[config.mk]
export PLATFORM = sky130hd
export DESIGN_NAME = smsup_top
export DESIGN_NICKNAME = d
export VERILOG_FILES = /design/src/design/smsup_sync.v /design/src/design/smsup_filt.v /design/src/design/smsup_top.v
export VERILOG_INCLUDE_DIRS = /design/src /design/src/inc
export SDC_FILE = /design/constraint.sdc
export NUM_CORES = 1
export LEC_CHECK = 0
export ABC_CLOCK_PERIOD_IN_PS = 5350
export BUFFER_PORTS_ARGS = -buffer_cell sky130_fd_sc_hd__buf_2
export CAP_MARGIN = 10
export CORE_MARGIN = 8
export CORE_UTILIZATION = 40
export CTS_BUF_LIST = sky130_fd_sc_hd__clkbuf_16
export DETAILED_ROUTE_END_ITERATION = 8
export PLACE_DENSITY = 0.56
export SETUP_SLACK_MARGIN = 0.4
export SYNTH_ARGS = -nofsm -noshare
export SYNTH_HDL_FRONTEND = slang
export SYNTH_SLANG_ARGS = --single-unit
[constraint.sdc]
create_clock -name core_clk -period 5.35 [get_ports core_clk]
set_clock_uncertainty 0.2 [all_clocks]
set_input_delay 0.8025 -clock core_clk [delete_from_list [all_inputs] [get_ports core_clk]]
set_output_delay 0.8025 -clock core_clk [all_outputs]
set_load 0.02 [all_outputs]
[src/inc/smsup_regs.vh]
// smsup_regs.vh: constants for the lamp switch mode supervisor and serial port
// assumes: included by bare name from design files; definitions only
`ifndef SMSUP_REGS_VH
`define SMSUP_REGS_VH

// ----------------------------------------------------------------------
// frame layout
// ----------------------------------------------------------------------
`define SMSUP_FRAME_BITS     16
`define SMSUP_WD_BIT         15
`define SMSUP_ADDR_MSB       14
`define SMSUP_ADDR_LSB       10
`define SMSUP_DATA_MSB       9
`define SMSUP_ADDR_ON        5'h00
`define SMSUP_ADDR_CFG       5'h01

// ----------------------------------------------------------------------
// modes
// ----------------------------------------------------------------------
`define SMSUP_MODE_SLEEP     2'h0
`define SMSUP_MODE_NORMAL    2'h1
`define SMSUP_MODE_FAILSAFE  2'h2
`define SMSUP_MODE_FAULT     2'h3

// ----------------------------------------------------------------------
// configuration bits and reset values
// ----------------------------------------------------------------------
`define SMSUP_CFG_VDDFAIL_EN 0
`define SMSUP_CFG_OV_GATE    1
`define SMSUP_CFG_RESET      10'h000
`define SMSUP_ON_RESET       4'h0

// ----------------------------------------------------------------------
// timing
// ----------------------------------------------------------------------
`define SMSUP_CLK_MHZ        250
`define SMSUP_FILT_NS        1000
`define SMSUP_FILT_CYC       ((`SMSUP_FILT_NS * `SMSUP_CLK_MHZ + 999) / 1000)
`define SMSUP_WDTO_US        10000
`define SMSUP_WDTO_CYC       (`SMSUP_WDTO_US * `SMSUP_CLK_MHZ)

`endif

[src/design/smsup_sync.v]
// smsup_sync.v: two flip-flop synchroniser, one per bit
// assumes: inputs asynchronous to core_clk
`timescale 1ns/100ps
module smsup_sync #(
	parameter W = 1
) (
	// clock and reset
	input  wire         core_clk,
	input  wire         rst_n,
	// data
	input  wire [W-1:0] async_in,
	output wire [W-1:0] sync_out
);
	reg [W-1:0] meta_r;
	reg [W-1:0] sync_r;

	// first stage feeds only the second
	always @(posedge core_clk or negedge rst_n) begin
		if (!rst_n) begin
			meta_r <= {W{1'b0}};
			sync_r <= {W{1'b0}};
		end else begin
			meta_r <= async_in;
			sync_r <= meta_r;
		end
	end
	assign sync_out = sync_r;
endmodule

[src/design/smsup_filt.v]
// smsup_filt.v: direct-input hold filter, output follows input once stable for a count
// assumes: input already synchronised to core_clk
`timescale 1ns/100ps
module smsup_filt #(
	parameter CNT = 250,
	parameter CW  = 12
) (
	// clock and reset
	input  wire core_clk,
	input  wire rst_n,
	// data
	input  wire raw_in,
	output reg  filt_out
);
	reg [CW-1:0] cnt_r;

	// count while input differs from output, take it once stable
	always @(posedge core_clk or negedge rst_n) begin
		if (!rst_n) begin
			cnt_r    <= {CW{1'b0}};
			filt_out <= 1'b0;
		end else if (raw_in == filt_out) begin
			cnt_r <= {CW{1'b0}};
		end else if (cnt_r == CNT[CW-1:0] - 1'b1) begin
			cnt_r    <= {CW{1'b0}};
			filt_out <= raw_in;
		end else begin
			cnt_r <= cnt_r + 1'b1;
		end
	end
endmodule

[src/design/smsup_top.v]
// smsup_top.v: operating-mode supervisor and 16-bit serial command port of a quad lamp switch
// assumes: all pins asynchronous to core_clk; serial clock well below core_clk/8
// Behaviour
// serial input bit sampled on serial clock falling edge.
// master sends sixteen bits per frame, D15 first, D0 last.
// five-bit address field in frame selects the target register.
// serial output driven only while chip select low, else released.
// serial output changes on rising edge; master captures on falling edge.
// status word shifted out MSB first, in full duplex with command.
// strap open enables watchdog; after timeout outputs follow direct inputs.
// strap low disables watchdog; outputs follow inputs only on enabled supply loss.
// wake is OR of reset pin, wake pin and four filtered inputs.
// fail is enabled supply loss or watchdog timeout with strap not grounded.
// fault is OR of channel flags, undervoltage, and gated overvoltage.
// wake low forces Sleep with all outputs off.
// wake, no fail, no fault gives Normal; watchdog runs only if enabled.
// wake with fail and no fault gives Fail-safe; outputs follow inputs.
// wake with fault gives Fault; faulted outputs off, autoretry kept active.
// in Sleep every configurable feature acts as zero.
// device starts in Sleep after reset before any input change.
// Fail-safe reverts configuration to defaults; outputs from parallel inputs only.
// Normal lets serial link control each output; PWM range 100 to 400 Hz (no PWM here; outputs are static on_r levels).
// word transferred on chip select rise; status loaded on chip select fall.
// serial clock and input ignored while chip select high.
// master toggles watchdog bit D15 within the minimum timeout.
// each direct input passes a hold filter before use.
// mode chosen every cycle: Sleep, then Fault, then Fail-safe, then Normal.
`timescale 1ns/100ps
`include "smsup_regs.vh"
module smsup_top #(
	parameter WDTO_CYC = `SMSUP_WDTO_CYC,
	parameter FILT_CYC = `SMSUP_FILT_CYC
) (
	// clock and reset
	input  wire        core_clk,
	input  wire        rst_n,
	// serial link pins
	input  wire        spi_cs_n,
	input  wire        spi_sclk,
	input  wire        spi_si,
	output reg         spi_so,
	output reg         spi_so_oe,
	// device pins
	input  wire        reset_pin,
	input  wire        wake_pin,
	input  wire [3:0]  direct_in,
	input  wire        failsafe_strap_input,
	// protection and supply status
	input  wire        vdd_fail,
	input  wire [3:0]  overcurrent_flag,
	input  wire [3:0]  overtemperature_flag,
	input  wire [3:0]  severe_short_flag,
	input  wire        undervoltage_flag,
	input  wire        overvoltage_flag,
	// outputs
	output reg  [3:0]  power_output_channels,
	output reg  [1:0]  mode,
	output reg         autoretry_en,
	output reg         watchdog_timeout,
	output reg         circuit_power_en,
	output reg  [9:0]  cfg_out
);
	// ----------------------------------------------------------------------
	// input synchronisers
	// ----------------------------------------------------------------------
	// chip select travels inverted, so the cleared stages read as deselected
	wire [12:0] pins_s;
	smsup_sync #(
		.W (13)
	) u_sync (
		.core_clk (core_clk),
		.rst_n    (rst_n),
		.async_in ({~spi_cs_n, spi_sclk, spi_si, reset_pin, wake_pin, direct_in,
		            failsafe_strap_input, vdd_fail, undervoltage_flag, overvoltage_flag}),
		.sync_out (pins_s)
	);
	// split the synchronised word back into pins
	wire       cs_n_s  = ~pins_s[12];
	wire       sclk_s  = pins_s[11];
	wire       si_s    = pins_s[10];
	wire       rst_s   = pins_s[9];
	wire       wake_s  = pins_s[8];
	wire [3:0] din_s   = pins_s[7:4];
	wire       fsi_s   = pins_s[3];
	wire       vddf_s  = pins_s[2];
	wire       uv_s    = pins_s[1];
	wire       ov_s    = pins_s[0];

	// per-channel protection flags
	wire [3:0] oc_s;
	wire [3:0] ot_s;
	wire [3:0] sc_s;
	smsup_sync #(
		.W (12)
	) u_sync_flags (
		.core_clk (core_clk),
		.rst_n    (rst_n),
		.async_in ({overcurrent_flag, overtemperature_flag, severe_short_flag}),
		.sync_out ({oc_s, ot_s, sc_s})
	);

	// ----------------------------------------------------------------------
	// direct input filters
	// ----------------------------------------------------------------------
	wire [3:0] din_f;
	genvar gi;
	generate
		for (gi = 0; gi < 4; gi = gi + 1) begin : g_filt
			smsup_filt #(
				.CNT (FILT_CYC),
				.CW  (12)
			) u_filt (
				.core_clk (core_clk),
				.rst_n    (rst_n),
				.raw_in   (din_s[gi]),
				.filt_out (din_f[gi])
			);
		end
	endgenerate

	// ----------------------------------------------------------------------
	// edge detection of link, reset and wake pins
	// ----------------------------------------------------------------------
	reg cs_d_r;
	reg sclk_d_r;
	reg rst_d_r;
	reg wake_d_r;

	// previous pin levels for edge finding, reset to the idle levels
	always @(posedge core_clk or negedge rst_n) begin
		if (!rst_n) begin
			cs_d_r   <= 1'b1;
			sclk_d_r <= 1'b0;
			rst_d_r  <= 1'b0;
			wake_d_r <= 1'b0;
		end else begin
			cs_d_r   <= cs_n_s;
			sclk_d_r <= sclk_s;
			rst_d_r  <= rst_s;
			wake_d_r <= wake_s;
		end
	end
	wire cs_fall   = cs_d_r & ~cs_n_s;
	wire cs_rise   = ~cs_d_r & cs_n_s;
	wire sclk_fall = sclk_d_r & ~sclk_s & ~cs_n_s;
	wire sclk_rise = ~sclk_d_r & sclk_s & ~cs_n_s;

	// ----------------------------------------------------------------------
	// mode terms
	// ----------------------------------------------------------------------
	reg  [9:0] cfg_r;
	reg  [3:0] on_r;
	reg        wd_to_r;
	reg        vdd_lat_r;
	wire       wd_enabled = fsi_s;
	wire       wake_t  = rst_s | wake_s | (|din_f);
	wire       fail_t  = (vddf_s & cfg_r[`SMSUP_CFG_VDDFAIL_EN]) |
	                     vdd_lat_r |
	                     (wd_to_r & wd_enabled);
	wire       fault_t = (|oc_s) | (|ot_s) | (|sc_s) | uv_s |
	                     (ov_s & cfg_r[`SMSUP_CFG_OV_GATE]);
	reg  [1:0] mode_nxt;

	// priority: sleep, fault, fail-safe, normal
	always @* begin
		if (!wake_t) begin
			mode_nxt = `SMSUP_MODE_SLEEP;
		end else if (fault_t) begin
			mode_nxt = `SMSUP_MODE_FAULT;
		end else if (fail_t) begin
			mode_nxt = `SMSUP_MODE_FAILSAFE;
		end else begin
			mode_nxt = `SMSUP_MODE_NORMAL;
		end
	end

	// ----------------------------------------------------------------------
	// serial shift engine
	// ----------------------------------------------------------------------
	reg [15:0] rx_r;
	reg [15:0] tx_r;
	reg [4:0]  bit_cnt_r;
	reg        first_r;
	reg        wd_last_r;
	reg        wd_kick_r;
	// status: mode, timeout, fault, fail, three spare, then channel and supply flags
	wire [15:0] status_word = {mode, wd_to_r, fault_t, fail_t, 3'h0,
	                           oc_s | sc_s,
	                           ot_s | {3'h0, uv_s}};
	wire        frame_ok    = cs_rise & (bit_cnt_r == 5'd16);
	wire [4:0]  frame_addr  = rx_r[`SMSUP_ADDR_MSB:`SMSUP_ADDR_LSB];
	// defaults come back in sleep, in fail-safe and on a reset pin rise
	wire        cfg_clear   = (mode == `SMSUP_MODE_SLEEP) | (mode == `SMSUP_MODE_FAILSAFE) |
	                          (rst_s & ~rst_d_r);

	// shift in on falling, out on rising, load at frame start
	always @(posedge core_clk or negedge rst_n) begin
		if (!rst_n) begin
			rx_r      <= 16'h0000;
			tx_r      <= 16'h0000;
			bit_cnt_r <= 5'h00;
			first_r   <= 1'b0;
		end else if (cs_fall) begin
			tx_r      <= status_word;
			bit_cnt_r <= 5'h00;
			first_r   <= 1'b1;
		end else begin
			if (sclk_fall) begin
				rx_r <= {rx_r[14:0], si_s};
				if (bit_cnt_r != 5'd31) begin
					bit_cnt_r <= bit_cnt_r + 5'd1;
				end
			end
			if (sclk_rise) begin
				first_r <= 1'b0;
				if (!first_r) begin
					tx_r <= {tx_r[14:0], 1'b0};
				end
			end
		end
	end

	// serial output driver, released while chip select high
	always @(posedge core_clk or negedge rst_n) begin
		if (!rst_n) begin
			spi_so    <= 1'b0;
			spi_so_oe <= 1'b0;
		end else begin
			spi_so_oe <= ~cs_n_s;
			spi_so    <= cs_n_s ? 1'b0 : tx_r[15];
		end
	end

	// ----------------------------------------------------------------------
	// register write and configuration
	// ----------------------------------------------------------------------
	always @(posedge core_clk or negedge rst_n) begin
		if (!rst_n) begin
			cfg_r     <= `SMSUP_CFG_RESET;
			on_r      <= `SMSUP_ON_RESET;
			wd_last_r <= 1'b0;
			wd_kick_r <= 1'b0;
		end else begin
			wd_kick_r <= 1'b0;
			if (frame_ok) begin
				wd_kick_r <= (rx_r[`SMSUP_WD_BIT] != wd_last_r) |
				             ((mode == `SMSUP_MODE_FAILSAFE) & rx_r[`SMSUP_WD_BIT]);
				wd_last_r <= rx_r[`SMSUP_WD_BIT];
			end
			if (cfg_clear) begin
				cfg_r <= `SMSUP_CFG_RESET;
				on_r  <= `SMSUP_ON_RESET;
			end else if (frame_ok) begin
				case (frame_addr)
					`SMSUP_ADDR_ON: begin
						on_r <= rx_r[3:0];
					end
					`SMSUP_ADDR_CFG: begin
						cfg_r <= rx_r[`SMSUP_DATA_MSB:0];
					end
					default: begin
						on_r <= on_r;
					end
				endcase
			end
		end
	end

	// ----------------------------------------------------------------------
	// supply-loss latch
	// ----------------------------------------------------------------------
	// the fail-safe revert clears the enable bit, so an enabled supply loss is
	// held here until sleep, or until a frame with the watchdog bit set arrives on good supply
	always @(posedge core_clk or negedge rst_n) begin
		if (!rst_n) begin
			vdd_lat_r <= 1'b0;
		end else if (vddf_s & cfg_r[`SMSUP_CFG_VDDFAIL_EN]) begin
			vdd_lat_r <= 1'b1;
		end else if ((mode == `SMSUP_MODE_SLEEP) || (frame_ok && rx_r[`SMSUP_WD_BIT] && !vddf_s)) begin
			vdd_lat_r <= 1'b0;
		end
	end

	// ----------------------------------------------------------------------
	// watchdog
	// ----------------------------------------------------------------------
	reg [31:0] wd_cnt_r;
	// a rising reset or wake pin restarts the count
	wire       wd_start = (rst_s & ~rst_d_r) | (wake_s & ~wake_d_r);
	wire       wd_limit = (wd_cnt_r == WDTO_CYC - 1);

	// count in normal mode; a timeout meeting a kick in the same cycle still lands
	always @(posedge core_clk or negedge rst_n) begin
		if (!rst_n) begin
			wd_cnt_r <= 32'h00000000;
			wd_to_r  <= 1'b0;
		end else if (!wd_enabled || mode == `SMSUP_MODE_SLEEP || wd_start) begin
			wd_cnt_r <= 32'h00000000;
			wd_to_r  <= 1'b0;
		end else if (mode == `SMSUP_MODE_NORMAL && !wd_to_r && wd_limit) begin
			wd_to_r <= 1'b1;
		end else if (wd_kick_r) begin
			wd_cnt_r <= 32'h00000000;
			wd_to_r  <= 1'b0;
		end else if (mode == `SMSUP_MODE_NORMAL && !wd_to_r) begin
			wd_cnt_r <= wd_cnt_r + 32'h00000001;
		end
	end

	// ----------------------------------------------------------------------
	// output control
	// ----------------------------------------------------------------------
	// channels with a protection flag set
	wire [3:0] ch_fault = oc_s | ot_s | sc_s;
	always @(posedge core_clk or negedge rst_n) begin
		if (!rst_n) begin
			mode                  <= `SMSUP_MODE_SLEEP;
			power_output_channels <= 4'h0;
			autoretry_en          <= 1'b0;
			watchdog_timeout      <= 1'b0;
			circuit_power_en      <= 1'b0;
			cfg_out               <= `SMSUP_CFG_RESET;
		end else begin
			mode             <= mode_nxt;
			watchdog_timeout <= wd_to_r;
			circuit_power_en <= (mode_nxt != `SMSUP_MODE_SLEEP);
			autoretry_en     <= (mode_nxt == `SMSUP_MODE_FAULT);
			cfg_out          <= (mode_nxt == `SMSUP_MODE_SLEEP) ? `SMSUP_CFG_RESET : cfg_r;
			// lamp outputs per mode
			case (mode_nxt)
				`SMSUP_MODE_NORMAL: begin
					power_output_channels <= on_r;
				end
				`SMSUP_MODE_FAILSAFE: begin
					power_output_channels <= din_f;
				end
				`SMSUP_MODE_FAULT: begin
					power_output_channels <= (fail_t ? din_f : on_r) & ~ch_fault;
				end
				default: begin
					power_output_channels <= 4'h0;
				end
			endcase
		end
	end
endmodule

==> Flow_metrics.wiki <==
{| class="wikitable"
! Metric !! Value
|-
| Count of input and output buffers || between 40 and 50
|-
| Total track usage || 12.9%
|-
| Count of unique library cells instantiated by Yosys || 57
|-
| Number of enable flip-flop cells after synthesis || 0
|-
| Pin count of the biggest net entering global routing || ~110
|-
| Number of buffers added to fix hold violations after cts || 0
|-
| Floorplan core area || 21800 um^2
|-
| Clock period minus worst slack || 2.69 ns
|-
| Kind of start point of the critical path || flip-flop
|-
| Power dissipated by switching net loads || 0.786 mW
|-
| Slack of the worst reg-to-reg path || 2.66 ns
|-
| Complex-gate fraction of the synthesized area || 6.29%
|-
| R2r endpoint || cfg_r[0]$_DFFE_PN0P_
|-
| Worst setup path start || u_sync.sync_out[12]$_DFF_PN0_
|-
| Combinational power share || 4.2%
|-
| Final setup violation count || 0
|-
| WS Path Type || reg -> reg
|-
| Fraction of synthesized area in multiplexers || under 10%
|-
| Worst voltage drop across the vdd grid || 0.213 mV
|-
| Average wire per standard cell || 15.0 um
|-
| Mapped Cells || 777
|-
| Starting utilization of the core area || 40.7%
|-
| Ranking of synthesized cells by area || sky130_fd_sc_hd__dfrtp_1 (60%), sky130_fd_sc_hd__nor2_1 (4.4%), sky130_fd_sc_hd__mux2i_1 (3.4%)
|-
| Leakage || around 4.6 nW
|-
| # rows || 54
|-
| Most frequent cell after synthesis || sky130_fd_sc_hd__dfrtp_1
|-
| Classification of the worst-slack hold path || in -> async
|-
| Vias per Instance || 5.06
|-
| Worst-path clk slew || 0.06 ns
|-
| Buffer levels on the longest clock path || 3
|-
| Antenna violations before repair || 0
|-
| TritonCTS clock tree || done
|-
| H-tree lvl count || 1
|-
| Starting DRT DRC Count || approximately 350
|-
| Count of antenna diodes in the layout || 0
|-
| Post-synth net total || between 800 and 900
|-
| Fraction of registers with async set or reset after synthesis || between 90% and 100%
|-
| Clock power frac || 47.0%
|-
| Max-cap viol count || 0
|-
| Number of CTS-inserted buffers || 24
|-
| Critical path fanouts, max || 10
|-
| Slew HR || 47.2%
|-
| Most frequent cells after synthesis || sky130_fd_sc_hd__dfrtp_1 (214), sky130_fd_sc_hd__nor2_1 (104), sky130_fd_sc_hd__nand2_1 (55), sky130_fd_sc_hd__nand3_1 (36), sky130_fd_sc_hd__o21ai_0 (31)
|-
| Die Width || 165 um
|-
| Dominant cell type by area after synthesis || sky130_fd_sc_hd__dfrtp_1
|-
| Remaining global-route overflow || 0
|-
| Dominant combinational cell family by area after synthesis || simple AND/OR/NAND/NOR gates
|-
| Outcome || complete, no violations
|-
| Total Die Area || between 20000 and 30000 um^2
|-
| XOR/XNOR share of the synthesized area || 5.61%
|-
| Data arrival at the endpoint of the critical path || around 2.9 ns
|-
| CTS Root Buffer Type || sky130_fd_sc_hd__clkbuf_16
|-
| Overall power after layout || 3.54 mW
|-
| Core Util, Final || around 47%
|-
| First-pass DRT Iterations || 4
|-
| Total count of hold-check failures in the final report || 0
|-
| Number of placed instances, taps included || 1084
|-
| Type of element capturing the critical path || flip-flop
|-
| Sequential fraction of the synthesis area || about three fifths
|-
| Share of the synthesized area in the top cell type || about three fifths
|-
| Post-synthesis cell area || 8890 um^2
|-
| Detailed placer's ending HPWL || 11.3 mm
|-
| Remaining DRCs || 0
|-
| Boundary Pins || 48
|-
| Via count of the first global-routing pass || 5656
|-
| Count of synthesis-stage warnings from yosys || 0
|-
| Worst slew pin tran || ~0.79 ns
|-
| Internal power || 2.75 mW
|-
| Gates resized, CTS repair || 0
|-
| Critical register-to-register path startpoint || u_sync.sync_out[12]$_DFF_PN0_
|-
| Max Slew Vio Count || 0
|-
| Net count of the finished layout || 869
|-
| Ratio of cells with drive above 1 in the final layout || 14.2%
|-
| Post-Synth Simple-Gate Area || 17.9%
|-
| Worst R2R Path Depth || 5
|-
| Syn_area_per_cell || 11.4 um^2
|-
| Via total after detailed routing || 5705
|-
| Number of standard cells in the final layout excluding fillers || 1128
|-
| Final antenna-violating net count || 0
|-
| Height of the chip || roughly 170 um
|-
| Final Wtd Congestion || just over 0.8
|-
| Setup TNS || 0 ns
|-
| Routed wire length || 16.9 mm
|-
| Power density over the cells || ~350 nW/um^2
|-
| Predominant post-synthesis flop cell || sky130_fd_sc_hd__dfrtp_1
|-
| Global-route wire length before repair || 28.9 mm
|-
| Power share of the sequential group || 48.8%
|-
| Number of buffers inserted to repair setup after CTS || 0
|-
| Net switching share of the total power || 22.2%
|-
| Hold Worst Slack || 0.143 ns
|-
| Data required, critical path || between 5 and 6 ns
|-
| CTS Sinks || 215
|-
| Synth Area in Adders || 1.69%
|-
| Post-route clock period utilization || between 50% and 60%
|-
| Area grow syn2layout || 15.1%
|-
| Max Clk Rate || 372 MHz
|-
| Later-pin clock latency in the skew report || 0.51 ns
|-
| Number of register bits inferred by synthesis || ~220
|-
| RSZ-0062 raised after global routing || false
|}
per-layer routing:
metal	routed length (um)	track usage [%]	up-vias
met1	8340	18.4	2770
met2	7670	19.7	84
met4	352	3.81	0
li1	-	-	2823
met5	0	0	-
met3	578	2.18	28
layout make-up:
class                   instances  area (um^2)
fillers                      2009        11600
flip-flops and latches        215         5380
multi-input cells             519         3330
clock buffers                  24          601
well taps                     280          350
repair buffers                 52          295
clock inverters                20          211
inverters                      18         67.6
power by group through the flow:
stage	registers [mW]	clock network, mW	logic (mW)
after global placement	1.76	0	0.152
after global routing	1.74	1.79	0.173
after floorplan	1.75	0	0.0843
final	1.73	1.66	0.149
after detailed placement	1.76	0	0.154
after CTS	1.73	1.72	0.154
worst max-delay path by stage:
stage | slack [ns] | cells after the start | endpoint
2_1_floorplan | 3.14 | 7 | wd_cnt_r[14]$_DFFE_PN0P_
6_report | 2.66 | 5 | cfg_r[0]$_DFFE_PN0P_
5_1_grt | 2.44 | 5 | cfg_r[6]$_DFFE_PN0P_
3_3_place_gp | 2.70 | 5 | cfg_r[6]$_DFFE_PN0P_
3_5_place_dp | 2.63 | 5 | cfg_r[9]$_DFFE_PN0P_
4_1_cts | 2.60 | 5 | cfg_r[9]$_DFFE_PN0P_
state kept, by name, summed over array words and instances, names as in the netlist, 12 cells and up:
name,flops
wd_cnt_r,32
rx_r,16
tx_r,16
u_sync_flags.meta_r,12
u_sync_flags.sync_out,12
u_sync.sync_out,13
u_sync.meta_r,13
g_filt.u_filt.cnt_r,48
worst max-delay path, stage by stage (launching register included):
cell and delay [ns]:
sky130_fd_sc_hd__dfrtp_1 0.44, sky130_fd_sc_hd__or4b_1 0.55, sky130_fd_sc_hd__nor3b_2 0.40, sky130_fd_sc_hd__nand3_1 0.58
sky130_fd_sc_hd__mux2i_1 0.31, sky130_fd_sc_hd__nor2_1 0.06
metrics by stage:
stage | setup slack [ns] | area, um^2
global route | 2.44 | 10200
CTS | 2.60 | 10200
global placement | 2.70 | 9420
detailed placement | 2.63 | 9420
floorplan | 3.14 | 8890
finish | 2.66 | 10200
layout by cell type, fill, tap and decap left out, types with 8 or more instances in the layout:
cell                        netlist  final
sky130_fd_sc_hd__and2_1          13     13
sky130_fd_sc_hd__a21oi_1         22     22
sky130_fd_sc_hd__nor3_1          16     16
sky130_fd_sc_hd__mux2_2          20     20
sky130_fd_sc_hd__buf_2            6     46
sky130_fd_sc_hd__or4_1            8      8
sky130_fd_sc_hd__o31ai_1          8      8
sky130_fd_sc_hd__and3_1           9      9
sky130_fd_sc_hd__ha_1            12     12
sky130_fd_sc_hd__dfrtp_1        214    214
sky130_fd_sc_hd__clkbuf_16        0     24
sky130_fd_sc_hd__mux2i_1         30     30
sky130_fd_sc_hd__xnor2_1         27     27
sky130_fd_sc_hd__xor2_1          30     30
sky130_fd_sc_hd__nand4_1         17     17
sky130_fd_sc_hd__nand3_1         36     36
sky130_fd_sc_hd__nand2_1         55     55
sky130_fd_sc_hd__nor4_1           9      9
sky130_fd_sc_hd__inv_1           18     21
sky130_fd_sc_hd__nor2_1         104    104
sky130_fd_sc_hd__o21ai_0         31     31
cells by family after synthesis:
family | Yosys count
buffers and inverters | 43
and+or+nand+nor | 312
muxes | 50
xor gates and xnor gates | 57
adders and majority gates | 12
AOI/OAI and AO/OA | 88
DFF | 215
(Power assumes the default switching activity.)
